==> config.mk <==
export PLATFORM = sky130hd
export DESIGN_NAME = olp_loader
export DESIGN_NICKNAME = d
export VERILOG_FILES = /design/src/rtl/olp_pkg.sv /design/src/rtl/olp_bank_if.sv /design/src/rtl/olp_loader.sv /design/src/rtl/olp_bank_eval.sv
export VERILOG_INCLUDE_DIRS = /design/src /design/src/rtl
export SDC_FILE = /design/constraint.sdc
export NUM_CORES = 1
export LEC_CHECK = 0
export BUFFER_PORTS_ARGS = -buffer_cell sky130_fd_sc_hd__buf_4
export CAP_MARGIN = 20
export CORE_UTILIZATION = 62
export DETAILED_ROUTE_END_ITERATION = 7
export GPL_TIMING_DRIVEN = 0
export MAX_ROUTING_LAYER = met4
export PLACE_DENSITY = 0.9
export SLEW_MARGIN = 20
export SYNTH_ARGS = -nofsm -noshare
export SYNTH_HDL_FRONTEND = slang
export SYNTH_SLANG_ARGS = --single-unit
==> constraint.sdc <==
create_clock -name clk_i -period 2.6 [get_ports clk_i]
set_input_delay 0.26 -clock clk_i [delete_from_list [all_inputs] [get_ports clk_i]]
set_output_delay 0.26 -clock clk_i [all_outputs]
set_load 0.05 [all_outputs]
==> src/rtl/olp_consts.svh <==
`ifndef OLP_CONSTS_SVH
`define OLP_CONSTS_SVH

`define OLP_NUM_BANKS      6
`define OLP_BANK_BITS      128
`define OLP_FIXED_BITS     108
`define OLP_SHIP_BANK      1

`define OLP_POS_INVALID    0
`define OLP_POS_BANK_USED  1
`define OLP_POS_MAC_USED   2
`define OLP_POS_MAC        3
`define OLP_W_MAC          48
`define OLP_POS_ADC_USED   51
`define OLP_POS_ADC        52
`define OLP_W_ADC          8
`define OLP_POS_FRQ_USED   60
`define OLP_POS_FRQ        61
`define OLP_W_FRQ          15
`define OLP_POS_IQG_USED   76
`define OLP_POS_IQG        77
`define OLP_W_IQG          11
`define OLP_POS_IQP_USED   88
`define OLP_POS_IQP        89
`define OLP_W_IQP          10

`endif

==> src/rtl/olp_pkg.sv <==
package olp_pkg;
  typedef enum logic [2:0] {
    OLP_ST_SCAN = 3'b001,
    OLP_ST_DONE = 3'b010,
    OLP_ST_NONE = 3'b100
  } olp_state_t;
endpackage

==> src/rtl/olp_bank_if.sv <==
`timescale 1ns/1ns
interface olp_bank_if #(
  parameter int BANK_BITS = 128,
  parameter int W_MAC     = 48,
  parameter int W_ADC     = 8,
  parameter int W_FRQ     = 15,
  parameter int W_IQG     = 11,
  parameter int W_IQP     = 10
);
  logic [BANK_BITS-1:0] word;
  logic                 ok;
  logic [W_MAC-1:0]     mac;
  logic                 mac_v;
  logic [W_ADC-1:0]     adc;
  logic                 adc_v;
  logic [W_FRQ-1:0]     frq;
  logic                 frq_v;
  logic [W_IQG-1:0]     iqg;
  logic                 iqg_v;
  logic [W_IQP-1:0]     iqp;
  logic                 iqp_v;
  modport src  (output word, input ok, mac, mac_v, adc, adc_v, frq, frq_v, iqg, iqg_v, iqp, iqp_v);
  modport eval (input word, output ok, mac, mac_v, adc, adc_v, frq, frq_v, iqg, iqg_v, iqp, iqp_v);
endinterface

==> src/rtl/olp_loader.sv <==
`timescale 1ns/1ns
`include "olp_consts.svh"
// Operation
// - 768 fuse bits are readable by the processor once reset is released.
// - Six banks, zero to five, 128 bits each, all sharing one layout.
// - Lowest 108 bits hold fixed fields; upper 20 are software or reserved.
// - Each bank can be programmed without disturbing any other bank.
// - Used flag zero means field invalid; one means field may be used.
// - MAC, ADC, frequency offset, IQ gain and IQ phase each own a flag.
// - IQ gain and phase trims load only when their used flags are one.
// - Shipped bank one holds MAC, frequency offset and IQ fields, flagged.
module olp_loader
  import olp_pkg::*;
#(
  parameter int              NUM_BANKS     = `OLP_NUM_BANKS,
  parameter int              BANK_BITS     = `OLP_BANK_BITS,
  parameter int              POS_INVALID   = `OLP_POS_INVALID,
  parameter int              POS_BANK_USED = `OLP_POS_BANK_USED,
  parameter int              POS_MAC_USED  = `OLP_POS_MAC_USED,
  parameter int              POS_MAC       = `OLP_POS_MAC,
  parameter int              W_MAC         = `OLP_W_MAC,
  parameter int              POS_ADC_USED  = `OLP_POS_ADC_USED,
  parameter int              POS_ADC       = `OLP_POS_ADC,
  parameter int              W_ADC         = `OLP_W_ADC,
  parameter int              POS_FRQ_USED  = `OLP_POS_FRQ_USED,
  parameter int              POS_FRQ       = `OLP_POS_FRQ,
  parameter int              W_FRQ         = `OLP_W_FRQ,
  parameter int              POS_IQG_USED  = `OLP_POS_IQG_USED,
  parameter int              POS_IQG       = `OLP_POS_IQG,
  parameter int              W_IQG         = `OLP_W_IQG,
  parameter int              POS_IQP_USED  = `OLP_POS_IQP_USED,
  parameter int              POS_IQP       = `OLP_POS_IQP,
  parameter int              W_IQP         = `OLP_W_IQP,
  parameter logic [W_MAC-1:0] SHIP_MAC     = 48'h02_00_00_00_00_01,
  parameter logic [W_FRQ-1:0] SHIP_FRQ     = 15'h0000,
  parameter logic [W_IQG-1:0] SHIP_IQG     = 11'h000,
  parameter logic [W_IQP-1:0] SHIP_IQP     = 10'h000
) (
  input  wire logic             clk_i,
  input  wire logic             nrst_i,
  input  wire logic             reload_i,
  input  wire logic             prog_req_i,
  input  wire logic [2:0]       prog_bank_i,
  input  wire logic [6:0]       prog_bit_i,
  output logic                  prog_ready_o,
  output logic                  busy_o,
  output logic                  load_done_o,
  output logic                  no_bank_o,
  output logic [2:0]            sel_bank_o,
  output logic [W_MAC-1:0]      mac_o,
  output logic                  mac_valid_flag_o,
  output logic [W_ADC-1:0]      adc_cal_o,
  output logic                  adc_valid_flag_o,
  output logic [W_FRQ-1:0]      freq_off_o,
  output logic                  freq_valid_flag_o,
  output logic [W_IQG-1:0]      iq_gain_trim_o,
  output logic                  iq_gain_valid_flag_o,
  output logic [W_IQP-1:0]      iq_phase_trim_o,
  output logic                  iq_phase_valid_flag_o
);
  localparam int FIXED_BITS = `OLP_FIXED_BITS;
  localparam int SHIP_BANK  = `OLP_SHIP_BANK;

  // Every field must stay in the fixed region; bank index is three bits
  if (NUM_BANKS < 2 || NUM_BANKS > 8 || BANK_BITS != 128 ||
      POS_MAC + W_MAC > FIXED_BITS || POS_ADC + W_ADC > FIXED_BITS ||
      POS_FRQ + W_FRQ > FIXED_BITS || POS_IQG + W_IQG > FIXED_BITS ||
      POS_IQP + W_IQP > FIXED_BITS || POS_IQP_USED >= FIXED_BITS) begin : g_bad_geometry
    $error("olp_loader: unsupported bank geometry");
  end

  function automatic logic [BANK_BITS-1:0] ship_word();
    logic [BANK_BITS-1:0] w;
    w = '0;
    w[POS_BANK_USED]        = 1'b1;
    w[POS_MAC_USED]         = 1'b1;
    w[POS_MAC +: W_MAC]     = SHIP_MAC;
    w[POS_FRQ_USED]         = 1'b1;
    w[POS_FRQ +: W_FRQ]     = SHIP_FRQ;
    w[POS_IQG_USED]         = 1'b1;
    w[POS_IQG +: W_IQG]     = SHIP_IQG;
    w[POS_IQP_USED]         = 1'b1;
    w[POS_IQP +: W_IQP]     = SHIP_IQP;
    return w;
  endfunction

  localparam logic [BANK_BITS-1:0] SHIP_WORD = ship_word();
  localparam logic [2:0]           TOP_BANK  = 3'(NUM_BANKS - 1);

  // Fuse array; reset stands in for the factory-blown pattern
  logic [BANK_BITS-1:0] fuse_r   [NUM_BANKS];
  logic [BANK_BITS-1:0] fuse_nxt [NUM_BANKS];
  logic                 prog_take;

  assign prog_ready_o = 1'b1;
  assign prog_take    = prog_req_i && (int'(prog_bank_i) < NUM_BANKS);

  always_comb begin
    for (int i = 0; i < NUM_BANKS; i++) begin
      fuse_nxt[i] = fuse_r[i];
    end
    // Only one bit of one bank moves; a blown bit never clears
    if (prog_take) begin
      fuse_nxt[prog_bank_i][prog_bit_i] = 1'b1;
    end
  end

  always_ff @(posedge clk_i or negedge nrst_i) begin
    if (!nrst_i) begin
      for (int i = 0; i < NUM_BANKS; i++) begin
        fuse_r[i] <= (i == SHIP_BANK) ? SHIP_WORD : '0;
      end
    end else begin
      for (int i = 0; i < NUM_BANKS; i++) begin
        fuse_r[i] <= fuse_nxt[i];
      end
    end
  end

  olp_bank_if #(
    .BANK_BITS(BANK_BITS), .W_MAC(W_MAC), .W_ADC(W_ADC),
    .W_FRQ(W_FRQ), .W_IQG(W_IQG), .W_IQP(W_IQP)
  ) bank_if ();

  olp_bank_eval #(
    .POS_INVALID  (POS_INVALID),
    .POS_BANK_USED(POS_BANK_USED),
    .POS_MAC_USED (POS_MAC_USED),
    .POS_MAC      (POS_MAC),
    .POS_ADC_USED (POS_ADC_USED),
    .POS_ADC      (POS_ADC),
    .POS_FRQ_USED (POS_FRQ_USED),
    .POS_FRQ      (POS_FRQ),
    .POS_IQG_USED (POS_IQG_USED),
    .POS_IQG      (POS_IQG),
    .POS_IQP_USED (POS_IQP_USED),
    .POS_IQP      (POS_IQP)
  ) u_eval (
    .b(bank_if.eval)
  );

  // Scanner: one bank per clock, highest index first
  olp_state_t       state_r;
  olp_state_t       state_nxt;
  logic [2:0]       idx_r;
  logic [2:0]       idx_nxt;
  logic [2:0]       sel_nxt;
  logic             capture;

  assign bank_if.word = fuse_r[idx_r];

  always_comb begin
    state_nxt = state_r;
    idx_nxt   = idx_r;
    sel_nxt   = sel_bank_o;
    capture   = 1'b0;
    case (state_r)
      OLP_ST_SCAN: begin
        if (bank_if.ok) begin
          capture   = 1'b1;
          sel_nxt   = idx_r;
          state_nxt = OLP_ST_DONE;
        end else if (idx_r == 3'h0) begin
          state_nxt = OLP_ST_NONE;
        end else begin
          idx_nxt = idx_r - 3'h1;
        end
      end
      OLP_ST_DONE, OLP_ST_NONE: begin
        // Rescan lets freshly programmed banks take effect without reset
        if (reload_i) begin
          state_nxt = OLP_ST_SCAN;
          idx_nxt   = TOP_BANK;
        end
      end
      default: begin
        state_nxt = OLP_ST_SCAN;
        idx_nxt   = TOP_BANK;
      end
    endcase
  end

  always_ff @(posedge clk_i or negedge nrst_i) begin
    if (!nrst_i) begin
      state_r    <= OLP_ST_SCAN;
      idx_r      <= TOP_BANK;
      sel_bank_o <= 3'h0;
    end else begin
      state_r    <= state_nxt;
      idx_r      <= idx_nxt;
      sel_bank_o <= sel_nxt;
    end
  end

  assign busy_o      = (state_r == OLP_ST_SCAN);
  assign load_done_o = (state_r == OLP_ST_DONE);
  assign no_bank_o   = (state_r == OLP_ST_NONE);

  // Parameter outputs, held from the chosen bank
  always_ff @(posedge clk_i or negedge nrst_i) begin
    if (!nrst_i) begin
      mac_o                 <= '0;
      mac_valid_flag_o      <= 1'b0;
      adc_cal_o             <= '0;
      adc_valid_flag_o      <= 1'b0;
      freq_off_o            <= '0;
      freq_valid_flag_o     <= 1'b0;
      iq_gain_trim_o        <= '0;
      iq_gain_valid_flag_o  <= 1'b0;
      iq_phase_trim_o       <= '0;
      iq_phase_valid_flag_o <= 1'b0;
    end else if (capture) begin
      mac_o                 <= bank_if.mac;
      mac_valid_flag_o      <= bank_if.mac_v;
      adc_cal_o             <= bank_if.adc;
      adc_valid_flag_o      <= bank_if.adc_v;
      freq_off_o            <= bank_if.frq;
      freq_valid_flag_o     <= bank_if.frq_v;
      iq_gain_trim_o        <= bank_if.iqg;
      iq_gain_valid_flag_o  <= bank_if.iqg_v;
      iq_phase_trim_o       <= bank_if.iqp;
      iq_phase_valid_flag_o <= bank_if.iqp_v;
    end
  end

  // Checking helpers
  logic any_ok;
  always_comb begin
    any_ok = 1'b0;
    for (int i = 0; i < NUM_BANKS; i++) begin
      any_ok = any_ok | (fuse_r[i][POS_BANK_USED] & ~fuse_r[i][POS_INVALID]);
    end
  end
endmodule // olp_loader

==> src/rtl/olp_bank_eval.sv <==
`timescale 1ns/1ns
`include "olp_consts.svh"
module olp_bank_eval #(
  parameter int POS_INVALID   = `OLP_POS_INVALID,
  parameter int POS_BANK_USED = `OLP_POS_BANK_USED,
  parameter int POS_MAC_USED  = `OLP_POS_MAC_USED,
  parameter int POS_MAC       = `OLP_POS_MAC,
  parameter int POS_ADC_USED  = `OLP_POS_ADC_USED,
  parameter int POS_ADC       = `OLP_POS_ADC,
  parameter int POS_FRQ_USED  = `OLP_POS_FRQ_USED,
  parameter int POS_FRQ       = `OLP_POS_FRQ,
  parameter int POS_IQG_USED  = `OLP_POS_IQG_USED,
  parameter int POS_IQG       = `OLP_POS_IQG,
  parameter int POS_IQP_USED  = `OLP_POS_IQP_USED,
  parameter int POS_IQP       = `OLP_POS_IQP
) (
  olp_bank_if.eval b
);
  // Bank usable only when validated and never retired
  assign b.ok    = b.word[POS_BANK_USED] & ~b.word[POS_INVALID];
  // A value whose flag is zero is forced to zero so it cannot leak out
  assign b.mac_v = b.word[POS_MAC_USED];
  assign b.mac   = b.mac_v ? b.word[POS_MAC +: $bits(b.mac)] : '0;
  assign b.adc_v = b.word[POS_ADC_USED];
  assign b.adc   = b.adc_v ? b.word[POS_ADC +: $bits(b.adc)] : '0;
  assign b.frq_v = b.word[POS_FRQ_USED];
  assign b.frq   = b.frq_v ? b.word[POS_FRQ +: $bits(b.frq)] : '0;
  assign b.iqg_v = b.word[POS_IQG_USED];
  assign b.iqg   = b.iqg_v ? b.word[POS_IQG +: $bits(b.iqg)] : '0;
  assign b.iqp_v = b.word[POS_IQP_USED];
  assign b.iqp   = b.iqp_v ? b.word[POS_IQP +: $bits(b.iqp)] : '0;
endmodule // olp_bank_eval

Word-level counts from Yosys, hierarchy flattened
Index checks and enable logic that the tools add are counted.

operators by class
  bitwise gates (word level) = 5
  reductions and logical operators = 8
  add/sub/neg operators = 1
  muxes and demuxes = 22
  equality and inequality tests = 7
  magnitude comparators = 6

operators by type and width
  cell                  number
  $or A768 B768 Y768    1
  $bmux W128 S3         1
  $demux W128 S3        1
  $mux W99              2
  $mux W128             1
  $mux W48              1
  $mux W3               6
  $mux W15              1
  $pmux W3 S2           2
  $mux W11              1
  $mux W10              1
  $ge A4 B4 Y1 const B  2
  $lt A7 B8 Y1 const B  1
  $mux W8               1
  $not A3 Y4            2
  $demux W1 S7          1
  $ge A7 B1 Y1 const B  1
  $ne A2 B2 Y1 const B  3
  $lt A4 B1 Y1 const B  1
  $reduce_and A2 Y1     2
  $eq A3 B1 Y1 const B  1
  $eq A3 B2 Y1 const B  1
  $eq A3 B3 Y1 const B  1
  $logic_and A1 B1 Y1   3
  9 further kinds       11

word-level totals
  input port bits = 14
  output and inout port bits = 104
  register bits after elaboration = 874
  word-level logic and storage cells = 68

Logic depth before layout (Yosys ltp)
Gate-level depths: netlist of run 1.

  word-level depth = 8
  gate-level depth with buffers = 9
  mapped depth without buffers = 7

By module
From an unflattened synthesis of run 1, not the netlist that was laid out.

unflattened totals
  cells, all modules = 2738
  area total of the unflattened synthesis = 37011.7 um2

modules (own cells, without submodules)
  module         instances  area an instance (um2)  cells each
  olp_loader     1          36312.3                 2633
  olp_bank_eval  1          699.4                   105

Least setup slack after synthesis of run 1
Ideal clock, no wire load.

  path kind = register to register
  from = reg state_r[0]
  to = reg mac_o[42]
  period minus slack after synthesis = 2.258 ns
  cell stages (with the launch flop) = 7
  setup slack = 0.342 ns
  data arrival time = 2.162 ns
  path through = dfstp_2 -> or3b_2 -> inv_1 -> a22oi_4 -> buf_2 -> buf_2 -> o31ai_1

between the ends
  word-level cells in the longest chain between the ends = 2

RTL lines
  what                    line               text
  start, declared         olp_loader.sv:143  olp_state_t state_r;
  start signal, assigned  olp_loader.sv:189  state_r <= state_nxt;
  $eq A3 B1 Y1            --
  named net busy_o        olp_loader.sv:46   output logic busy_o,
  $mux W1                 olp_loader.sv:157  case (state_r)
  end signal, assigned    olp_loader.sv:213  mac_o <= bank_if.mac;
  end, declared           olp_loader.sv:50   output logic [W_MAC-1:0] mac_o,

The timed path passes the listed nets, and every way through them passes these cells.
A chain may end at the register's enable or synchronous reset.

Worst setup path in the final report of run 1
  from = reg idx_r[1]
  to = reg freq_off_o[7]

between the ends
  word-level cells in the longest chain between the ends = 8
  elaborated cells on any way between the ends = 9

RTL lines
  what                                           line                 text
  start, declared                                olp_loader.sv:145    logic [2:0] idx_r;
  start signal, assigned                         olp_loader.sv:190    idx_r <= idx_nxt;
  $not A3 Y4 (not written as such) *             olp_loader.sv:150    assign bank_if.word = fuse_r[idx_r];
  $bmux W128 S3 *                                olp_loader.sv:150
  $mux W99 (not written as such) * (2 in a row)  olp_loader.sv:150
  $not A1 Y1                                     olp_bank_eval.sv:20  assign b.ok = b.word[POS_BANK_USED] & ~b.word[POS_INVALID];
  $and A1 B1 Y1                                  olp_bank_eval.sv:20
  $mux W1                                        olp_loader.sv:159    if (bank_if.ok) begin
  $mux W1                                        olp_loader.sv:157
  end signal, assigned                           olp_loader.sv:217    freq_off_o <= bank_if.frq;
  end, declared                                  olp_loader.sv:54     output logic [W_FRQ-1:0] freq_off_o,

Mark *: on every way between the ends. The rest lies on a longest branch, timed or not. The select of a mux whose other input is x is not followed.

==> results.toml, run 1 <==
[outcome]
status = "complete, but fails checks"
violations = "setup timing"

[setup_path]
slowest_stage = "clkbuf_1"
worstPathMaxFanout = 10
worstPathCellList = "nand2b_1 > clkbuf_2 > clkbuf_1 > nor2_1 > a21oi_1 > o31ai_1"
worstPathArrival_ns = 3.10
end_kind = "flip-flop"
cp_top_family = "buffers and inverters"
rr_worst_depth = 6
critPathMaxStageDelay_ns = 0.72
cp.required_ns = 3.07
path_buf_inv = 2
r2r-end = "freq_off_o[7]"
worstReg2RegStart = "idx_r[1]"
startpoint_type = "flip-flop"
path_class = "flip-flop to flip-flop"
r2r_slack_ns = -0.04

[logic_synthesis]
syn_nets = 2269
synth_ff_type = "dfrtp_1"
synth_edf_count = 0
syn-cell-area_um2 = 28900
synthCells = 2253
yosysTopAreaCell = "dfrtp_1"
synthDistinctLibCells = 41
yosys_register_bits = 700
yosys_warnings = 0
avgSynthCellArea_um2 = 12.8
netlist.area_leader.share_pct = 59.8
async_reset_ff_share_pct = 100
synthTopCellsByArea = "dfrtp_1 60%, a21o_1 8.8%, mux4_2 7.5%, o21bai_1 6.7%, mux2i_1 3.4%"
synth_seq_area_share_pct = 60.7

[pwr]
vdd_ir_drop_max_v = 0.000570
power_mw = 27.2
p_per_area_nw_per_um2 = 820
p_leak_nw = 18.1

[floorplan]
fp.dieH_um = 218
core_area_um2 = 45700
initial_core_util_pct = 63.2
pin_count = 118
die_w_um = 218
rows = 78
die_area_um2 = 47400

[global_route]
grt_first_pass_wirelength_mm = 133
grt_max_degree = 104
grt_usage_pct = 38.8
antenna_found_initial = 1
grt_pass1_vias = 22567
overflow = 0

[drt]
vias = 21503
routed_via_density = 6.92
drt_first_pass_iters = 6
wire_per_inst_um = 27.9
ant_nets = 0
routed_wl_mm = 86.8
drt_iter0_markers = 2669
drc = 0

[layout]
fin_cells = 3108
final_layout_size_suffix_gt1_share_pct = 17.0
nNetsFinal = 2468
final_cell_mix = "690 x dfrtp_1, 337 x a21o_1, 258 x o21bai_1"
synthToLayoutAreaGrowth_pct = 15.1
mostFrequentLayoutCell = "dfrtp_1"
n_fill_cell = 2719

[place]
io_buffers = 115
placedCellCount = 2975
place.gp.congestion = 0.948
place_hpwl_mm = 55.7
dp_slack_ns = -0.537

[clock_tree]
clk_path_buf_depth = 3
clk_pin_slew_ns = 0.06
cts_buffers = 69
clock_latency_ns = 0.61
root_buffer = "clkbuf_16"
tritoncts = "built"
clock_sinks = 700
htree_levels = 3

[worst_hold_path]
worstHoldPathType = "input pin to flip-flop"
min_delay_path_depth = 4
min-delay-start = "prog_bit_i[6]"
min_to = "fuse_r[513]"

[sta]
max_slew.worst_pin.slew_ns = 1.26
setup_ws_ns = -0.0364
period_share_pct = 101
slew_viol_final = 0
slew_headroom_pct = 16.2
fin_skew_ns = 0.0335
setup_viol = 1
fin_hold_ws_ns = 0.246
hold_viol_final = 0
fin_crit_ns = 2.64
tns_ns = -0.0364
max_freq_ghz = 0.379

[job]
cap_viol_max_count = 0
## worst reg2reg max path, cell delays in order, from the launching register on
cell and delay, ns:
dfrtp_1 0.40, nand2b_1 0.33, clkbuf_2 0.46, clkbuf_1 0.73, nor2_1 0.16, a21oi_1 0.33
o31ai_1 0.11
## cells by family after synthesis
| kind of cell | share of synthesized area [%] |
|---|---|
| buffers and inverters | 2.43 |
| flip-flops | 60.7 |
| other | 0.0130 |
| multiplexers | 11.0 |
| AND/OR/NAND/NOR | 5.68 |
| AO/OA/AOI/OAI | 20.1 |
| adder cells (fa/ha/maj) | 0.0867 |
## power breakdown
group	internal, mW	total (mW)	switching [mW]
Combinational	1.79	5.51	3.72
Clock	6.00	10.3	4.31
Sequential	11.2	11.4	0.203
## registers in the layout, indices dropped and copies added, names as in the netlist, 3 cells and up
signal	cells
adc_cal_o	8
freq_off_o	15
fuse_r	594
idx_r	3
iq_gain_trim_o	11
iq_phase_trim_o	10
mac_o	48
sel_bank_o	3
state_r	3
## how the worst max path moves through the flow
stage                          start                 end  slack (ns)  depth (start not counted)
after floorplan           state_r[0]           mac_o[42]        0.34                          6
after global placement        nrst_i         fuse_r[301]       -5.77                          1
after detailed placement    idx_r[2]  iq_phase_trim_o[9]       -0.54                          7
after CTS                   idx_r[0]       freq_off_o[9]      -0.001                          9
after global routing        idx_r[0]            mac_o[8]      -0.008                          9
final                       idx_r[1]       freq_off_o[7]       -0.04                          6
## stage by stage
step	cell area, µm²	utilization [%]
floorplan	28900	-
global placement	30500	66.7
detailed placement	30700	67.2
CTS	33200	72.6
global route	33200	72.8
finish	33200	72.8
## synthesized netlist by cell type, types with 5 or more instances
| library cell | n |
|---|---|
| dfrtp_1 | 690 |
| a21o_1 | 337 |
| o21bai_1 | 258 |
| nor2_1 | 163 |
| nand2_1 | 158 |
| a21oi_1 | 102 |
| mux2i_1 | 99 |
| clkbuf_1 | 97 |
| mux4_2 | 96 |
| o31ai_1 | 94 |
| buf_2 | 32 |
| buf_1 | 15 |
| buf_4 | 14 |
| nor2b_1 | 11 |
| dfstp_2 | 10 |
| nand2b_1 | 10 |
| nand3_1 | 8 |
| nand3b_1 | 6 |
| nor3_1 | 6 |
| o21ai_1 | 6 |
| and3_1 | 5 |
| or3b_2 | 5 |
## layer usage
metal | global-route usage, % | wire length (µm) | vias to the layer above
li1 | - | - | 8505
met1 | 47.5 | 30600 | 10987
met2 | 57.1 | 40100 | 1554
met3 | 10.2 | 9770 | 457
met4 | 26.2 | 6320 | 0
met5 | - | 0 | -
## what timing repair did
action                     4_1_cts  5_1_grt
pin swaps                        1        0
setup endpoints to repair      100       77
hold buffers                     2        0
gates resized for setup         35       21
hold endpoints to repair        74        0
setup buffers                    3        1
## cell type report
cell class / instances / area [µm²] / area share [%]
antenna: 1 / 2.50 / 0.00753
buffer: 158 / 785 / 2.36
clock buffer: 103 / 2060 / 6.19
clock inverter: 23 / 263 / 0.791
inverter: 4 / 17.5 / 0.0527
multi-input combinational: 1391 / 10700 / 32.2
sequential: 700 / 17500 / 52.7
tap: 600 / 751 / 2.26
timing repair buffer: 128 / 1130 / 3.39
No activity file was read; power rests on OpenSTA's default activity.
==> inputs of run 2 (changes only) <==
--- a/config.mk
+++ b/config.mk
@@ -6,6 +6,7 @@
 export SDC_FILE = /design/constraint.sdc
 export NUM_CORES = 1
 export LEC_CHECK = 0
+export ABC_AREA = 1
 export BUFFER_PORTS_ARGS = -buffer_cell sky130_fd_sc_hd__buf_4
 export CAP_MARGIN = 20
 export CORE_UTILIZATION = 62
==> results.toml, run 2 <==
[outcome]
status = "complete, but fails checks"
violations = "DRC, setup timing"

[place]
place_hpwl_mm = 60.0
place.gp.congestion = 0.944
dpl_cell_area_um2 = 30900
io_buffers = 116

[drt]
drt_first_pass_iters = 8
wire_per_inst_um = 23.7
drc = 14
ant_nets = 0
drt_iter0_markers = 3544
vias = 25054
routed_via_density = 6.47
routed_wl_mm = 91.7

[setup_path]
path_buf_inv = 4
worstPathArrival_ns = 3.19
cp.required_ns = 3.14
startpoint_type = "flip-flop"
r2r_slack_ns = -0.04
cpMostUsedCell = "nand3_1"
worstPathMaxFanout = 10
cp_top_family = "buffers and inverters"
critPathMaxStageDelay_ns = 0.58
worstPathCellList = "buf_6 > nand3_1 > nand3_1 > nand2_1 > inv_1 > nand3_4 > inv_1 > buf_2 > nand3_1 > nand2_1"
slowest_stage = "dfstp_2"
path_class = "flip-flop to flip-flop"
end_kind = "flip-flop"

[global_route]
grt_first_pass_wirelength_mm = 142
use_met2_pct = 60.0
gr-max-usage-layer = "met2"
globalRouteMet3Util_pct = 11.2
use_met1_pct = 49.7
antenna_found_initial = 3
grt_usage_pct = 40.5
overflow = 0
grt_max_degree = 101
grt_pass1_vias = 25413

[sta]
period_share_pct = 102
setup_ws_ns = -0.0439
fin_crit_ns = 2.64
setup_viol = 5
slew_viol_final = 0
hold_viol_final = 0
max_freq_ghz = 0.378
rsz0062_at_grt = "false"
fin_hold_ws_ns = 0.0716
max_slew.worst_pin.slew_ns = 1.22
fin_skew_ns = 0.0261
slew_headroom_pct = 18.1

[logic_synthesis]
yosysTopAreaCell = "dfrtp_1"
syn_nets = 3045
syn-cell-area_um2 = 29000
avgSynthCellArea_um2 = 9.59
synthTopCellsByArea = "dfrtp_1 59%, o21ai_0 9.5%, o21bai_1 8.6%, nand2_1 6.9%, inv_1 3.7%"
synth_edf_count = 0
netlist.area_leader.share_pct = 59.5
synth_seq_area_share_pct = 60.4
yosysMostFrequentCell = "dfrtp_1"
yosys_register_bits = 700
yosys_warnings = 0
async_reset_ff_share_pct = 100
synth_ff_type = "dfrtp_1"
synthCells = 3029
synthDistinctLibCells = 30
synth_commonest_cells = "690 x dfrtp_1, 549 x o21ai_0, 533 x nand2_1, 333 x o21bai_1, 285 x inv_1"

[clock_tree]
clock_sinks = 700
clk_path_buf_depth = 3
root_buffer = "clkbuf_16"
cts_buffers = 70
htree_levels = 3
tritoncts = "built"
clk_pin_slew_ns = 0.06
clock_latency_ns = 0.63

[layout]
nNetsFinal = 3241
top_regs = "fuse_r x594, mac_o x48, freq_off_o x15"
mostFrequentLayoutCell = "dfrtp_1"
seq_area_um2 = 17500
stdcell_area_um2 = 33200
final_layout_size_suffix_gt1_share_pct = 9.84
n_fill_cell = 3034
largest_reg_flops = 594
final_cell_mix = "690 x dfrtp_1, 548 x o21ai_0, 533 x nand2_1"
largest-register = "fuse_r"
synthToLayoutAreaGrowth_pct = 14.4
multiInputGateArea_um2 = 9610

[floorplan]
initial_core_util_pct = 63.4
fp.dieH_um = 218
rows = 78
pin_count = 118
core_area_um2 = 45800
die_area_um2 = 47700
die_w_um = 218

[pwr]
vdd_ir_drop_max_v = 0.000826
p_per_area_nw_per_um2 = 1050
power_mw = 34.8
p_leak_nw = 16.3

[worst_hold_path]
worstHoldPathType = "input pin to flip-flop"

[job]
cap_viol_max_count = 0
[run 2: changes by cell type in the layout (fill, tap and decap cells not counted), sizes merged, moves of 96 or more]
cell,change
inv,+285
mux4,-96
a21o,-336
nand2,+376
o21ai,+549
mux2i,-99
[run 2: power breakdown]
part | internal, mW | switching, mW | total [mW] | leakage, nW
logic | 3.16 | 9.30 | 12.5 | 6.89
registers | 11.7 | 0.425 | 12.1 | 8.32
clock network | 5.96 | 4.25 | 10.2 | 1.11
total | 20.8 | 14.0 | 34.8 | 16.3
[run 2: cells by family after synthesis]
kind of cell,synth area share [%]
buf+inv,6.63
compound gates,22.7
xor+xnor,0.0302
flops,60.4
simple gates,10.1
other cells,0.0129
fa+ha+maj,0.0862
[run 2: cell type report]
type	count	share of cell area, %
diodes	1	0.00754
plain buffers	191	2.62
clock buffers	104	6.18
clock inverters	17	0.693
inverters	287	3.25
multi-input cells	1851	28.9
flip-flops and latches	700	52.8
well taps	600	2.26
repair buffers	124	3.26
[run 2: final timing paths]
| path | startpoint | endpoint | depth (start not counted) |
|---|---|---|---|
| hold reg to reg | fuse_r[610] | fuse_r[610] | 2 |
| hold / removal | reload_i | state_r[2] | 5 |
| setup / recovery | idx_r[0] | freq_off_o[2] | 10 |
| setup reg to reg | idx_r[0] | freq_off_o[2] | 10 |
| min in group asynchronous | nrst_i | iq_gain_trim_o[5] | 2 |
| max in group asynchronous | nrst_i | fuse_r[34] | 4 |
[run 2: worst register-to-register path, cell delays in order (launching register included)]
cell and delay, ns:
dfstp_2 0.58, buf_6 0.17, nand3_1 0.11, nand3_1 0.11
nand2_1 0.15, inv_1 0.18, nand3_4 0.25, inv_1 0.39
buf_2 0.35, nand3_1 0.17, nand2_1 0.12
[run 2: routing by layer]
metal | part of all wire (%) | wire length, µm
met1 | 36 | 32800
met2 | 46 | 41900
met3 | 12 | 11300
met4 | 6.3 | 5790
met5 | 0 | 0
[run 2: metrics by stage]
step | setup WS, ns | std cells | TNS (ns) | util, %
finish | -0.0439 | 3875 | -0.104 | 72.5
global route | 0.00914 | 3875 | 0 | 72.5
CTS | 0.00324 | 3874 | 0 | 72.4
detailed placement | -0.154 | 3752 | -4.29 | 67.4
global placement | -5.92 | 3745 | -4074.61 | 67.0
floorplan | 0.589 | 3029 | 0 | -
[run 2: repair_timing]
item                                   4_1_cts  5_1_grt
hold buffers                                 1        0
endpoints found under the hold margin       79        0
setup buffers                                0        0
resized for setup                            4       20
setup endpoints to repair                   61       54
